[config.mk]
export PLATFORM = sky130hd
export DESIGN_NAME = dram_strobe_ctl
export DESIGN_NICKNAME = d
export VERILOG_FILES = /design/src/inc/dram_ctl_pkg.sv /design/src/rtl/dram_strobe_ctl.sv /design/src/rtl/pin_sync.sv /design/src/rtl/refresh_counter.sv
export SDC_FILE = /design/constraint.sdc
export NUM_CORES = 1
export LEC_CHECK = 0
export ABC_AREA = 1
export BUFFER_PORTS_ARGS = -buffer_cell sky130_fd_sc_hd__clkbuf_2
export CORE_UTILIZATION = 51
export CTS_CLUSTER_SIZE = 12
export DETAILED_ROUTE_END_ITERATION = 10
export PLACE_DENSITY = 0.74
export SYNTH_ARGS = -nofsm -noshare
export SYNTH_HDL_FRONTEND = slang
export SYNTH_SLANG_ARGS = --single-unit
[constraint.sdc]
create_clock -name pclk -period 2.16 [get_ports pclk]
set_clock_uncertainty 0.1 [all_clocks]
set_input_delay 0.432 -clock pclk [delete_from_list [all_inputs] [get_ports pclk]]
set_output_delay 0.432 -clock pclk [all_outputs]
set_load 0.05 [all_outputs]
[src/inc/dram_ctl_pkg.sv]
// Shared constants, types and field layouts of the DRAM strobe controller.
// Assumes one 100 MHz clock (pclk) and an APB register slave in front.
// Functional notes
// - Forced refresh reuses row/column select as period clock, column strobe as generator clock.
// - Forced mode entered with period clock high acts as external refresh.
// - External low on request/reset pin clears the refresh counter.
// - Period clock falling without refresh in high phase drives request pin low.
// - With refresh select low in forced mode, counter drives address outputs.
// - Row strobes fall on second generator-clock fall, stay low two more falls.
// - Refresh request is released as the refresh row strobes fall.
// - Refresh select rising during low strobes ends refresh after fixed delay.
// - External access passes row strobe, column strobe and write straight through.
// - External access drives row latch while select high, column latch when low.
// - Column strobe held high while select high; auto-generated when input already low.
// - Later column strobe toggles are followed after an auto-generated strobe.
// - Mode bits: 00 ext refresh, 01 forced refresh, 10 ext access, 11 auto.
// - Refresh counter advances when row strobe input rises ending a refresh.
// - Nine-bit refresh counter counts to maximum and wraps to zero.
package dram_ctl_pkg;
   // Address and counter widths
   localparam int ADDR_W = 9;
   localparam int BANKS = 4;
   localparam int APB_AW = 12;
   // Register byte offsets
   localparam logic [APB_AW-1:0] CTRL_OFS = 12'h000;
   localparam logic [APB_AW-1:0] ROW_OFS = 12'h004;
   localparam logic [APB_AW-1:0] COL_OFS = 12'h008;
   localparam logic [APB_AW-1:0] STAT_OFS = 12'h00C;
   // Status field positions
   localparam int STAT_REQ_BIT = 9;
   localparam int STAT_LOW_BIT = 10;
   localparam int STAT_EXT_BIT = 11;
   // Mode codes {refresh_select_bit, mode_low_bit}
   localparam logic [1:0] MODE_EXT_REFRESH = 2'h0;
   localparam logic [1:0] MODE_FORCED = 2'h1;
   localparam logic [1:0] MODE_EXT_ACCESS = 2'h2;
   localparam logic [1:0] MODE_AUTO = 2'h3;
   // Timing: figures in ns, converted to pclk cycles
   localparam int CLK_PERIOD_NS = 10;
   localparam int EARLY_END_DELAY_NS = 30;
   localparam int COL_SETUP_DELAY_NS = 10;
   localparam int EARLY_END_CYC = (EARLY_END_DELAY_NS + CLK_PERIOD_NS - 1) / CLK_PERIOD_NS;
   localparam int COL_SETUP_CYC = (COL_SETUP_DELAY_NS + CLK_PERIOD_NS - 1) / CLK_PERIOD_NS;
   // Control register layout and reset value (auto access, bank 0)
   typedef struct packed {
      logic [1:0] bank;
      logic refresh_select_bit;
      logic mode_low_bit;
   } ctrl_t;
   localparam ctrl_t CTRL_RST = 4'h3;
   // DRAM-side outputs travel together
   typedef struct packed {
      logic [BANKS-1:0] row_strobe_n;
      logic col_strobe_n;
      logic write_en_n;
      logic [ADDR_W-1:0] addr;
   } dram_out_t;
   localparam dram_out_t DRAM_RST = 15'h7E00;
   // Forced refresh sequencer
   typedef enum logic [4:0] {
      F_IDLE = 5'b00001,
      F_WAIT = 5'b00010,
      F_LOW = 5'b00100,
      F_EARLY = 5'b01000,
      F_DONE = 5'b10000
   } fstate_t;
endpackage

[src/rtl/dram_strobe_ctl.sv]
// DRAM address/strobe controller: external refresh, forced refresh, external access.
// Assumes asynchronous pins are synchronised here; registers sit on APB.
//
// Local design decisions: the APB interface to the registers and the register addresses.
`timescale 1ns/1ps
module dram_strobe_ctl
import dram_ctl_pkg::*;
(
   input wire logic pclk,
   input wire logic presetn,
   input wire logic psel,
   input wire logic penable,
   input wire logic pwrite,
   input wire logic [APB_AW-1:0] paddr,
   input wire logic [31:0] pwdata,
   output logic [31:0] prdata,
   output logic pready,
   output logic pslverr,
   input wire logic row_col_select,
   input wire logic row_strobe_in,
   input wire logic col_strobe_in,
   input wire logic write_in,
   input wire logic refresh_req_reset_pin_i,
   output logic refresh_req_reset_pin_o,
   output logic refresh_req_reset_pin_oe,
   output dram_out_t dram_r
);
   localparam int EARLY_MAX = EARLY_END_CYC + 2;
   localparam logic [ADDR_W-1:0] CNT_MAX = '1;

   ctrl_t ctrl_r;
   logic [ADDR_W-1:0] row_addr_r;
   logic [ADDR_W-1:0] col_addr_r;
   logic [ADDR_W-1:0] cnt;
   logic [4:0] sync_q;
   logic refresh_period_clock_s;
   logic row_s;
   logic col_s;
   logic write_s;
   logic pin_s;
   logic refresh_period_clock_d_r;
   logic row_d_r;
   logic col_d_r;
   logic [1:0] mode;
   logic [1:0] prev_mode_r;
   logic fr_ext_r;
   logic ext_now;
   logic refresh_ext;
   fstate_t fstate_r;
   fstate_t fstate_nxt;
   logic [1:0] falls_r;
   logic [3:0] early_r;
   logic sgc_fall;
   logic refresh_period_clock_fall;
   logic refresh_period_clock_rise;
   logic rc_fall;
   logic rf_low_nxt;
   logic forced_inc;
   logic ext_inc;
   logic cnt_inc;
   logic cnt_clr;
   logic refreshed_r;
   logic req_r;
   logic [2:0] req_hist_r;
   logic [3:0] acas_r;
   logic apb_setup;
   logic apb_wr;
   dram_out_t dram_nxt;
   logic [31:0] rdata_nxt;
   logic err_nxt;

   // Strobe low on the enabled bank only
   function automatic logic [BANKS-1:0] bank_enable(input logic [1:0] bank);
      bank_enable = '0;
      bank_enable[bank] = 1'b1;
   endfunction

   // Pins cross in from the outside world
   pin_sync #(.WIDTH(5), .RST_VAL(5'h1F)) u_sync
   (
      .pclk(pclk),
      .presetn(presetn),
      .d({row_col_select, row_strobe_in, col_strobe_in, write_in, refresh_req_reset_pin_i}),
      .q(sync_q)
   );
   assign refresh_period_clock_s = sync_q[4];
   assign row_s = sync_q[3];
   assign col_s = sync_q[2];
   assign write_s = sync_q[1];
   assign pin_s = sync_q[0];

   refresh_counter #(.WIDTH(ADDR_W)) u_cnt
   (
      .pclk(pclk),
      .presetn(presetn),
      .clr(cnt_clr),
      .inc(cnt_inc),
      .count_r(cnt)
   );

   // Edge history of synchronised pins
   always_ff @(posedge pclk or negedge presetn)
   begin
      if (!presetn)
      begin
         refresh_period_clock_d_r <= 1'b1;
         row_d_r <= 1'b1;
         col_d_r <= 1'b1;
      end
      else
      begin
         refresh_period_clock_d_r <= refresh_period_clock_s;
         row_d_r <= row_s;
         col_d_r <= col_s;
      end
   end

   assign sgc_fall = col_d_r & ~col_s;
   assign refresh_period_clock_fall = refresh_period_clock_d_r & ~refresh_period_clock_s;
   assign refresh_period_clock_rise = ~refresh_period_clock_d_r & refresh_period_clock_s;
   assign rc_fall = refresh_period_clock_fall;
   assign mode = {ctrl_r.refresh_select_bit, ctrl_r.mode_low_bit};

   // Forced mode entered with period clock high behaves as external refresh
   always_ff @(posedge pclk or negedge presetn)
   begin
      if (!presetn)
      begin
         prev_mode_r <= MODE_AUTO;
         fr_ext_r <= 1'b0;
      end
      else
      begin
         prev_mode_r <= mode;
         if (mode == MODE_FORCED && prev_mode_r != MODE_FORCED)
            fr_ext_r <= refresh_period_clock_s;
      end
   end
   assign ext_now = (prev_mode_r != MODE_FORCED) ? refresh_period_clock_s : fr_ext_r;
   assign refresh_ext = (mode == MODE_EXT_REFRESH) || (mode == MODE_FORCED && ext_now);

   // Forced refresh sequencer next state
   always_comb
   begin
      fstate_nxt = fstate_r;
      unique case (fstate_r)
         F_IDLE:
            if (mode == MODE_FORCED && !ext_now)
               fstate_nxt = F_WAIT;
         F_WAIT:
            if (mode != MODE_FORCED)
               fstate_nxt = F_IDLE;
            else if (sgc_fall && falls_r == 2'h1)
               fstate_nxt = F_LOW;
         F_LOW:
            if (mode != MODE_FORCED)
               fstate_nxt = F_EARLY;
            else if (sgc_fall && falls_r == 2'h1)
               fstate_nxt = F_DONE;
         F_EARLY:
            if (early_r == 4'h0)
               fstate_nxt = F_IDLE;
         F_DONE:
            if (mode != MODE_FORCED)
               fstate_nxt = F_IDLE;
         default:
            fstate_nxt = F_IDLE;
      endcase
   end
   assign rf_low_nxt = (fstate_nxt == F_LOW) || (fstate_nxt == F_EARLY);
   assign forced_inc = (fstate_r == F_LOW && fstate_nxt == F_DONE)
      || (fstate_r == F_EARLY && fstate_nxt == F_IDLE);
   assign ext_inc = refresh_ext && !row_d_r && row_s;
   assign cnt_inc = forced_inc | ext_inc;

   // Sequencer state, generator-clock fall count and early-end timer
   always_ff @(posedge pclk or negedge presetn)
   begin
      if (!presetn)
      begin
         fstate_r <= F_IDLE;
         falls_r <= 2'h0;
         early_r <= 4'h0;
      end
      else
      begin
         fstate_r <= fstate_nxt;
         if (fstate_nxt != fstate_r)
            falls_r <= 2'h0;
         else if (sgc_fall)
            falls_r <= falls_r + 2'h1;
         if (fstate_r == F_LOW && fstate_nxt == F_EARLY)
            early_r <= 4'(EARLY_END_CYC - 1);
         else if (early_r != 4'h0)
            early_r <= early_r - 4'h1;
      end
   end

   // Refresh seen during the high phase; set wins over the clear at the rise
   always_ff @(posedge pclk or negedge presetn)
   begin
      if (!presetn)
         refreshed_r <= 1'b0;
      else if (cnt_inc && refresh_period_clock_s)
         refreshed_r <= 1'b1;
      else if (refresh_period_clock_rise)
         refreshed_r <= 1'b0;
   end

   // Request on period clock fall; select toggles of a manual access never ask
   always_ff @(posedge pclk or negedge presetn)
   begin
      if (!presetn)
         req_r <= 1'b0;
      else if (refresh_period_clock_fall && !refreshed_r && mode != MODE_EXT_ACCESS)
         req_r <= 1'b1;
      else if ((rf_low_nxt && fstate_r == F_WAIT) || mode == MODE_EXT_REFRESH)
         req_r <= 1'b0;
   end

   // Own pull-down echoes back via output flop and synchroniser: three cycles late
   always_ff @(posedge pclk or negedge presetn)
   begin
      if (!presetn)
         req_hist_r <= 3'h0;
      else
         req_hist_r <= {req_hist_r[1:0], req_r};
   end
   assign cnt_clr = !pin_s && !req_r && req_hist_r == 3'h0;

   // Auto column strobe: hold off after select falls with strobe input low
   always_ff @(posedge pclk or negedge presetn)
   begin
      if (!presetn)
         acas_r <= 4'h0;
      else if (mode == MODE_EXT_ACCESS && rc_fall && !col_s)
         acas_r <= 4'(COL_SETUP_CYC);
      else if (acas_r != 4'h0)
         acas_r <= acas_r - 4'h1;
   end

   // DRAM output selection per mode
   always_comb
   begin
      dram_nxt = DRAM_RST;
      dram_nxt.write_en_n = write_s;
      if (rf_low_nxt)
      begin
         dram_nxt.row_strobe_n = '0;
         dram_nxt.addr = cnt;
      end
      else if (refresh_ext)
      begin
         dram_nxt.row_strobe_n = {BANKS{row_s}};
         dram_nxt.addr = cnt;
      end
      else
      begin
         unique case (mode)
            MODE_FORCED:
               dram_nxt.addr = cnt;
            MODE_EXT_ACCESS:
            begin
               dram_nxt.row_strobe_n = ~(bank_enable(ctrl_r.bank) & {BANKS{~row_s}});
               dram_nxt.addr = refresh_period_clock_s ? row_addr_r : col_addr_r;
               // Follows later toggles once the auto delay has run out
               dram_nxt.col_strobe_n = refresh_period_clock_s | rc_fall | (acas_r != 4'h0) | col_s;
            end
            MODE_AUTO:
               dram_nxt.addr = row_addr_r;
            default:
               dram_nxt.addr = cnt;
         endcase
      end
   end

   // All DRAM-facing outputs are registered
   always_ff @(posedge pclk or negedge presetn)
   begin
      if (!presetn)
      begin
         dram_r <= DRAM_RST;
         refresh_req_reset_pin_o <= 1'b0;
         refresh_req_reset_pin_oe <= 1'b0;
      end
      else
      begin
         dram_r <= dram_nxt;
         refresh_req_reset_pin_o <= 1'b0;
         refresh_req_reset_pin_oe <= req_r;
      end
   end

   // APB: pready rises in the access phase, so no wait states
   assign apb_setup = psel && !penable && !pready;
   assign apb_wr = psel && penable && pready && pwrite;

   // Read mux and unmapped-address error
   always_comb
   begin
      rdata_nxt = 32'h0000_0000;
      err_nxt = 1'b0;
      unique case (paddr)
         CTRL_OFS:
            rdata_nxt[3:0] = ctrl_r;
         ROW_OFS:
            rdata_nxt[ADDR_W-1:0] = row_addr_r;
         COL_OFS:
            rdata_nxt[ADDR_W-1:0] = col_addr_r;
         STAT_OFS:
         begin
            rdata_nxt[ADDR_W-1:0] = cnt;
            rdata_nxt[STAT_REQ_BIT] = req_r;
            rdata_nxt[STAT_LOW_BIT] = (fstate_r == F_LOW) || (fstate_r == F_EARLY);
            rdata_nxt[STAT_EXT_BIT] = refresh_ext;
         end
         default:
            err_nxt = 1'b1;
      endcase
   end

   // Answer is prepared in the setup cycle and held through the access
   always_ff @(posedge pclk or negedge presetn)
   begin
      if (!presetn)
      begin
         pready <= 1'b0;
         prdata <= 32'h0000_0000;
         pslverr <= 1'b0;
      end
      else
      begin
         pready <= apb_setup;
         if (apb_setup)
         begin
            prdata <= pwrite ? 32'h0000_0000 : rdata_nxt;
            pslverr <= err_nxt;
         end
         else if (!psel)
            pslverr <= 1'b0;
      end
   end

   // Register writes; status is read-only
   always_ff @(posedge pclk or negedge presetn)
   begin
      if (!presetn)
      begin
         ctrl_r <= CTRL_RST;
         row_addr_r <= '0;
         col_addr_r <= '0;
      end
      else if (apb_wr)
      begin
         if (paddr == CTRL_OFS)
            ctrl_r <= pwdata[3:0];
         if (paddr == ROW_OFS)
            row_addr_r <= pwdata[ADDR_W-1:0];
         if (paddr == COL_OFS)
            col_addr_r <= pwdata[ADDR_W-1:0];
      end
   end

   // Checks on the logic above
   a_cas_rowsel_high: assert property (@(posedge pclk) disable iff (!presetn)
      (mode == MODE_EXT_ACCESS && refresh_period_clock_s && !rf_low_nxt) |=> dram_r.col_strobe_n)
      else $error("column strobe low while row select high");

   a_addr_counter: assert property (@(posedge pclk) disable iff (!presetn)
      (mode == MODE_FORCED && !cnt_inc && !cnt_clr) |=> dram_r.addr == cnt)
      else $error("address outputs not showing refresh counter");

   a_write_follow: assert property (@(posedge pclk) disable iff (!presetn)
      1'b1 |=> dram_r.write_en_n == $past(write_s))
      else $error("write enable does not follow write input");

   a_ext_ras_follow: assert property (@(posedge pclk) disable iff (!presetn)
      (refresh_ext && !rf_low_nxt) |=> dram_r.row_strobe_n == {BANKS{$past(row_s)}})
      else $error("row strobes do not follow input in external refresh");

   a_req_on_fall: assert property (@(posedge pclk) disable iff (!presetn)
      (refresh_period_clock_fall && !refreshed_r && mode != MODE_EXT_ACCESS) |=> req_r ##1 refresh_req_reset_pin_oe)
      else $error("refresh request not raised on period clock fall");

   a_req_release: assert property (@(posedge pclk) disable iff (!presetn)
      (fstate_r == F_WAIT && fstate_nxt == F_LOW && !refresh_period_clock_fall) |=>
         (!req_r && dram_r.row_strobe_n == '0))
      else $error("request not released as refresh strobes fall");

   a_low_two_falls: assert property (@(posedge pclk) disable iff (!presetn)
      (fstate_r == F_LOW && mode == MODE_FORCED && sgc_fall && falls_r == 2'h1) |=>
         (dram_r.row_strobe_n == '1 && $past(dram_r.row_strobe_n) == '0))
      else $error("refresh strobes not released after two generator falls");

   a_early_end: assert property (@(posedge pclk) disable iff (!presetn)
      (fstate_r == F_LOW && mode != MODE_FORCED) |-> ##[1:EARLY_MAX] dram_r.row_strobe_n == '1)
      else $error("early refresh end did not release strobes in time");

   a_cnt_wrap: assert property (@(posedge pclk) disable iff (!presetn)
      (cnt_inc && !cnt_clr && cnt == CNT_MAX) |=> cnt == '0)
      else $error("refresh counter did not wrap to zero at maximum");

   a_pin_reset: assert property (@(posedge pclk) disable iff (!presetn)
      cnt_clr |=> cnt == '0)
      else $error("external low on request pin did not clear counter");
endmodule

[src/rtl/pin_sync.sv]
// Two-flop synchroniser for a group of asynchronous pins.
// Assumes each bit is an independent level; no bus coherence is implied.
`timescale 1ns/1ps
module pin_sync
#(
   parameter int WIDTH = 1,
   parameter logic [WIDTH-1:0] RST_VAL = '0
)
(
   input wire logic pclk,
   input wire logic presetn,
   input wire logic [WIDTH-1:0] d,
   output logic [WIDTH-1:0] q
);
   logic [WIDTH-1:0] meta_r;

   // First stage feeds only the second stage
   always_ff @(posedge pclk or negedge presetn)
   begin
      if (!presetn)
      begin
         meta_r <= RST_VAL;
         q <= RST_VAL;
      end
      else
      begin
         meta_r <= d;
         q <= meta_r;
      end
   end
endmodule

[src/rtl/refresh_counter.sv]
// Refresh row counter with synchronous clear and increment.
// Assumes clear and increment are single-cycle strobes on pclk.
`timescale 1ns/1ps
module refresh_counter
import dram_ctl_pkg::*;
#(
   parameter int WIDTH = ADDR_W
)
(
   input wire logic pclk,
   input wire logic presetn,
   input wire logic clr,
   input wire logic inc,
   output logic [WIDTH-1:0] count_r
);
   // Clear wins; full binary wrap, never shortened for smaller arrays
   always_ff @(posedge pclk or negedge presetn)
   begin
      if (!presetn)
         count_r <= '0;
      else if (clr)
         count_r <= '0;
      else if (inc)
         count_r <= count_r + 1'b1;
   end
endmodule

After elaboration in Yosys (flattened, before gate mapping)
Index checks and enable logic that the tools add are counted.
{ "word_totals": {"ff_bits": 117, "input_bits": 54, "out_inout_bits": 51, "wordCells": 159} }
{ "op_classes": {"add_sub_neg": 4, "magnitude_cmp": 2, "eq_ne": 21, "mux": 39, "bitwise_logic": 13, "n_reduce_logical": 52} }
{ "ops": {"columns": ["operator", "count"], "rows": [
  ["two-way mux 9 bit", 5],
  ["two-way mux 5 bit", 8],
  ["case mux 5 bit (5 select lines)", 1],
  ["equality test 12 x 4 -> 1 bit (second input constant)", 2],
  ["two-way mux 4 bit", 6],
  ["logical AND 1 bit", 23],
  ["case mux 9 bit (2 select lines)", 1],
  ["case mux 4 bit (4 select lines)", 1],
  ["case mux 5 bit (3 select lines)", 1],
  ["equality test 12 x 3 -> 1 bit (second input constant)", 1],
  ["logical NOT 12 bit", 1],
  ["two-way mux 12 bit", 1],
  ["nonzero test 2 bit", 6],
  ["two-way mux 1 bit", 11],
  ["equality test 5 x 1 -> 1 bit (second input constant)", 2],
  ["equality test 5 x 3 -> 1 bit (second input constant)", 2],
  ["equality test 5 x 4 -> 1 bit (second input constant)", 2],
  ["equality test 5 bit (second input constant)", 2],
  ["adder 9 x 1 -> 9 bit (second input constant)", 1],
  ["logical NOT 1 bit", 8],
  ["nonzero test 4 bit", 2],
  ["subtractor 4 x 1 -> 4 bit (second input constant)", 2],
  ["!= test 2 x 1 -> 1 bit (second input constant)", 3],
  ["AND reduction 2 bit", 3],
  ["other kinds (21)", 36]
]} }

Logic depth before layout (Yosys ltp)
{ "logic_depth": {"depth_word": 12, "depth_mapped": 11, "ltp_nobuf": 11} }

Cells and area by module
Synthesis repeated with hierarchy kept, for this count alone.
{ "unflattened": {"hier_cells": 548, "hier_area_um2": 4764.6} }
{ "modules_own_cells": {"columns": ["module", "instances", "cells_each", "area_per_inst_um2"], "rows": [
  ["dram_strobe_ctl", 1, 471, 3995.1],
  ["refresh_counter", 1, 67, 506.7],
  ["pin_sync", 1, 10, 262.8]
]} }

Least setup slack after synthesis
Ideal clock, no wire load.
{ "synth_path": {"path_type": "input -> register", "from": "input paddr[1]", "to": "register col_addr_r[8]", "setup_ps": 117, "t_arrival_ps": 1614, "setup_slack_ps": 329, "cell_stages": 8, "path_cell_list": "or2_1 -> buf_6 -> nor3_4 -> nor3b_2 -> nand2_2 -> buf_6 -> nand2_2 -> o21ai_2"} }
{ "synth_via": {"elab_chain_len": 2} }
{ "synth_lines": {"columns": ["element", "line_no", "source"], "rows": [
  ["start: declaration", "dram_strobe_ctl.sv:14", "input wire logic [APB_AW-1:0] paddr,"],
  ["equality test 12 x 4 -> 1 bit", "dram_strobe_ctl.sv:359", "if (paddr == COL_OFS)"],
  ["AND reduction 2 bit (no line)", null, null],
  ["end signal: assignment", "dram_strobe_ctl.sv:360", "col_addr_r <= pwdata[ADDR_W-1:0];"],
  ["end: declaration", "dram_strobe_ctl.sv:33", "logic [ADDR_W-1:0] col_addr_r;"]
]} }
Every way passes these cells.
A chain may end at the register's enable or synchronous reset.

Worst setup path after layout
{ "layout_path": {"from": "register ctrl_r[1] in the netlist's numbering", "to": "register acas_r[1]"} }
{ "layout_via": {"elab_chain_len": 4, "elab_cells_between_ends": 5, "cone_classes": "1 x eq/ne; 1 x mux; 3 x reduce/logical"} }
{ "layout_lines": {"columns": ["element", "line_no", "source"], "rows": [
  ["start: declaration", "dram_strobe_ctl.sv:31", "ctrl_t ctrl_r;"],
  ["start signal: assignment", "dram_strobe_ctl.sv:356", "ctrl_r <= pwdata[3:0];"],
  ["equality test 2 bit *", "dram_strobe_ctl.sv:236", "else if (mode == MODE_EXT_ACCESS && rc_fall && !col_s)"],
  ["logical AND 1 bit * (2 in series)", "dram_strobe_ctl.sv:236", null],
  ["two-way mux 4 bit / nonzero test 2 bit (equally long branches)", null, null],
  ["end signal: assignment", "dram_strobe_ctl.sv:237", "acas_r <= 4'(COL_SETUP_CYC);"],
  ["end signal: assignment", "dram_strobe_ctl.sv:239", "acas_r <= acas_r - 4'h1;"],
  ["end: declaration", "dram_strobe_ctl.sv:65", "logic [3:0] acas_r;"]
]} }
Every way passes the cells marked *; elsewhere a longest branch is shown, timed or not.

==> results.json <==
{
  "cts_root_buf": "clkbuf_8",
  "dpl.hpwl_mm": 7.52,
  "insertion_delay_ns": 0.36,
  "clk_pin_slew_worst_paths_ns": 0.11,
  "cts_made_buffers": 9,
  "synth_cells": 543,
  "rr_startpoint": "ctrl_r[1]$_DFFE_PN1P_",
  "fin_crit_sh_pct": 88.9,
  "ant_nets": 0,
  "tritoncts": "done",
  "synth-main-ff-cell": "dfrtp_1",
  "setup_violations": 0,
  "drt_iter0_drc": 167,
  "layout_commonest_cell": "nand2_1",
  "p_leak_nw": 2.63,
  "async_flop_share_pct": 100,
  "grt_max_degree": 36,
  "drtPass1Iterations": 7,
  "ys_seq_elements": 96,
  "clockBufferDepth": 2,
  "violations": "design-rule violations",
  "crit_path_start_kind": "flop",
  "hold_end": "u_sync.meta_r[3]$_DFF_PN1_",
  "grt_pass1_wl_mm": 16.7,
  "r2r_end": "acas_r[1]$_DFFE_PN0P_",
  "cp.required_ns": 2.30,
  "wirelength_mm": 9.77,
  "yosys_warnings": 0,
  "pin_count": 105,
  "path_cells": "inv_2 -> nor2_1 -> inv_1 -> nor3_1 -> a21oi_1 -> inv_1 -> o21ai_0",
  "antenna_found_initial": 0,
  "maxCapViolCount": 0,
  "mostFrequentLayoutCells": "nand2_1, dfrtp_1, inv_1",
  "critPathMaxFanout": 6,
  "hold_depth": 1,
  "drc": 6,
  "ys_seq_area_share_pct": 51.9,
  "max_freq_mhz": 521,
  "status": "finished, violations left",
  "clock-sinks": 96,
  "drive_gt1_share_pct": 22.8,
  "overflow": 0,
  "design_area_sq_um": 5340,
  "min_period_ns": 1.92,
  "routedWlPerCell_microns": 13.4,
  "place_ws_ns": 0.0909,
  "hold_start": "row_strobe_in",
  "synth_edf_count": 0,
  "area_growth_pct": 13.7,
  "num_vias": 3777,
  "die_h_microns": 97.9,
  "post_dp_cell_area_sq_um": 5120,
  "initial_utilization_pct": 53.3,
  "fin_nets": 677,
  "dieArea_sq_um": 9590,
  "finalPower_mw": 3.51,
  "finalMaxSlewViolations": 0,
  "crit_path_end_kind": "flop",
  "syn_area_sq_um": 4690,
  "fin_setup_tns_ns": 0,
  "antennaDiodeCount": 0,
  "core_sq_um": 8810,
  "path_common_cell": "inv_1",
  "rsz0062_at_grt": "no",
  "ir_drop_v": 0.000416,
  "worstSetupPathType": "reg2reg",
  "die_width_microns": 97.9,
  "crit_buf_inv": 3,
  "hold_class": "in2reg",
  "setup_ws_ns": 0.240,
  "viasPerCell": 5.17,
  "powerDensity_nw_per_um2": 657,
  "critical_path.top_delay_family": "flip-flops",
  "r2r_cells": 7,
  "postCtsSetupBuffers": 0,
  "hold_violations": 0,
  "grt.total_usage_pct": 21.8,
  "htreeDepth": 3,
  "max_stage_delay_ns": 0.55,
  "port_buffers": 60,
  "synth_area_per_cell_sq_um": 8.64,
  "rows": 34,
  "yosysUniqueCellTypes": 40,
  "gp_congestion": 0.836,
  "grt_pass1_vias": 3611,
  "cp_slowest_cell": "dfstp_2",
  "crit_arrival_ns": 2.06,
  "r2r_slack_ns": 0.24
}
[layout make-up]
class | count | area, sq um
multi-input combinational | 371 | 1880
clock buffer | 9 | 124
fill | 788 | 3470
clock inverter | 7 | 72.6
tap | 108 | 135
inverter | 66 | 248
timing repair buffer | 74 | 448
sequential | 96 | 2430
[worst reg2reg max path, delay by kind of cell, from the launching register on]
| kind | cells | cell delay [ns] |
|---|---|---|
| DFF | 1 | 0.55 |
| AOI/OAI and AO/OA | 2 | 0.19 |
| and+or+nand+nor | 2 | 0.54 |
| buffers and inverters | 3 | 0.43 |
[sequential cells by signal (all words and copies together), names as in the netlist, 2 cells and up]
| name | cells |
|---|---|
| req_hist_r | 3 |
| u_sync.meta_r | 5 |
| early_r | 4 |
| acas_r | 4 |
| fstate_r | 5 |
| ctrl_r | 4 |
| col_addr_r | 9 |
| u_sync.q | 5 |
| row_addr_r | 9 |
| falls_r | 2 |
| dram_r | 15 |
| prev_mode_r | 2 |
| prdata | 12 |
| u_cnt.count_r | 9 |
[metal layers]
layer / up-vias / global-route usage, % / share of wire (%) / wire length (microns)
met2: 109 / 35.9 / 48 / 4720
met5: - / 0 / 0 / 0
li1: 1874 / - / - / -
met3: 8 / 4.72 / 4.4 / 431
met4: 0 / 4.90 / 0.92 / 90
met1: 1786 / 29.8 / 46 / 4520
[power by group]
part | internal, mW | total (mW) | switching (mW)
Combinational | 0.140 | 0.426 | 0.286
Clock | 0.457 | 1.14 | 0.684
Sequential | 1.89 | 1.94 | 0.0537
[Yosys cell counts (8+ instances only)]
cell type	n	share of area, %
xor2_1	8	1.5
a21oi_1	12	1.3
dfrtp_1	72	38
nor3_1	11	1.2
nand3_1	38	4.1
o21ai_0	42	4.5
dfstp_2	24	13
o21ai_2	10	1.9
buf_4	21	3.4
inv_1	63	5.0
nand4_1	8	1.1
nand2_1	129	10
nor2_1	38	3.0
[through the flow]
step	hold WS [ns]	instances	util (%)
after global routing	0.00169	731	60.6
after global placement	0.246	714	58.2
final	0.0327	731	60.6
after detailed placement	0.247	714	58.2
after CTS	0.0121	731	60.5
after floorplan	0.0364	563	-
[logic make-up (layout without fill, tap and decap cells)]
logic type | count (synthesis) | after routing | share of synthesized area, %
DFF | 96 | 96 | 51.9
adders and majority gates | 5 | 5 | 1.33
buffers and inverters | 96 | 156 | 9.92
and+or+nand+nor | 245 | 245 | 23.4
xor gates and xnor gates | 10 | 10 | 1.87
AOI/OAI and AO/OA | 90 | 90 | 11.5
other | 1 | 21 | 0.0799
[worst max-delay path by stage]
stage / startpoint / to / slack [ns] / depth (start not counted)
2_1_floorplan: paddr[1] / col_addr_r[8]$_DFFE_PN0P_ / 0.33 / 8
3_3_place_gp: paddr[1] / row_addr_r[8]$_DFFE_PN0P_ / 0.17 / 7
3_5_place_dp: paddr[1] / ctrl_r[0]$_DFFE_PN1P_ / 0.09 / 7
4_1_cts: early_r[0]$_DFFE_PN0P_ / u_cnt.count_r[7]$_DFFE_PN0P_ / 0.06 / 11
5_1_grt: early_r[0]$_DFFE_PN0P_ / u_cnt.count_r[4]$_DFFE_PN0P_ / 0.04 / 11
6_report: ctrl_r[1]$_DFFE_PN1P_ / acas_r[1]$_DFFE_PN0P_ / 0.24 / 7
[repair_timing]
| item | in CTS | in global routing |
|---|---|---|
| endpoints found under the setup margin | 0 | 10 |
| hold buffers | 1 | 0 |
| endpoints found under the hold margin | 14 | 0 |
| gates resized for setup | 0 | 2 |
No activity file was read; power rests on OpenSTA's default activity.
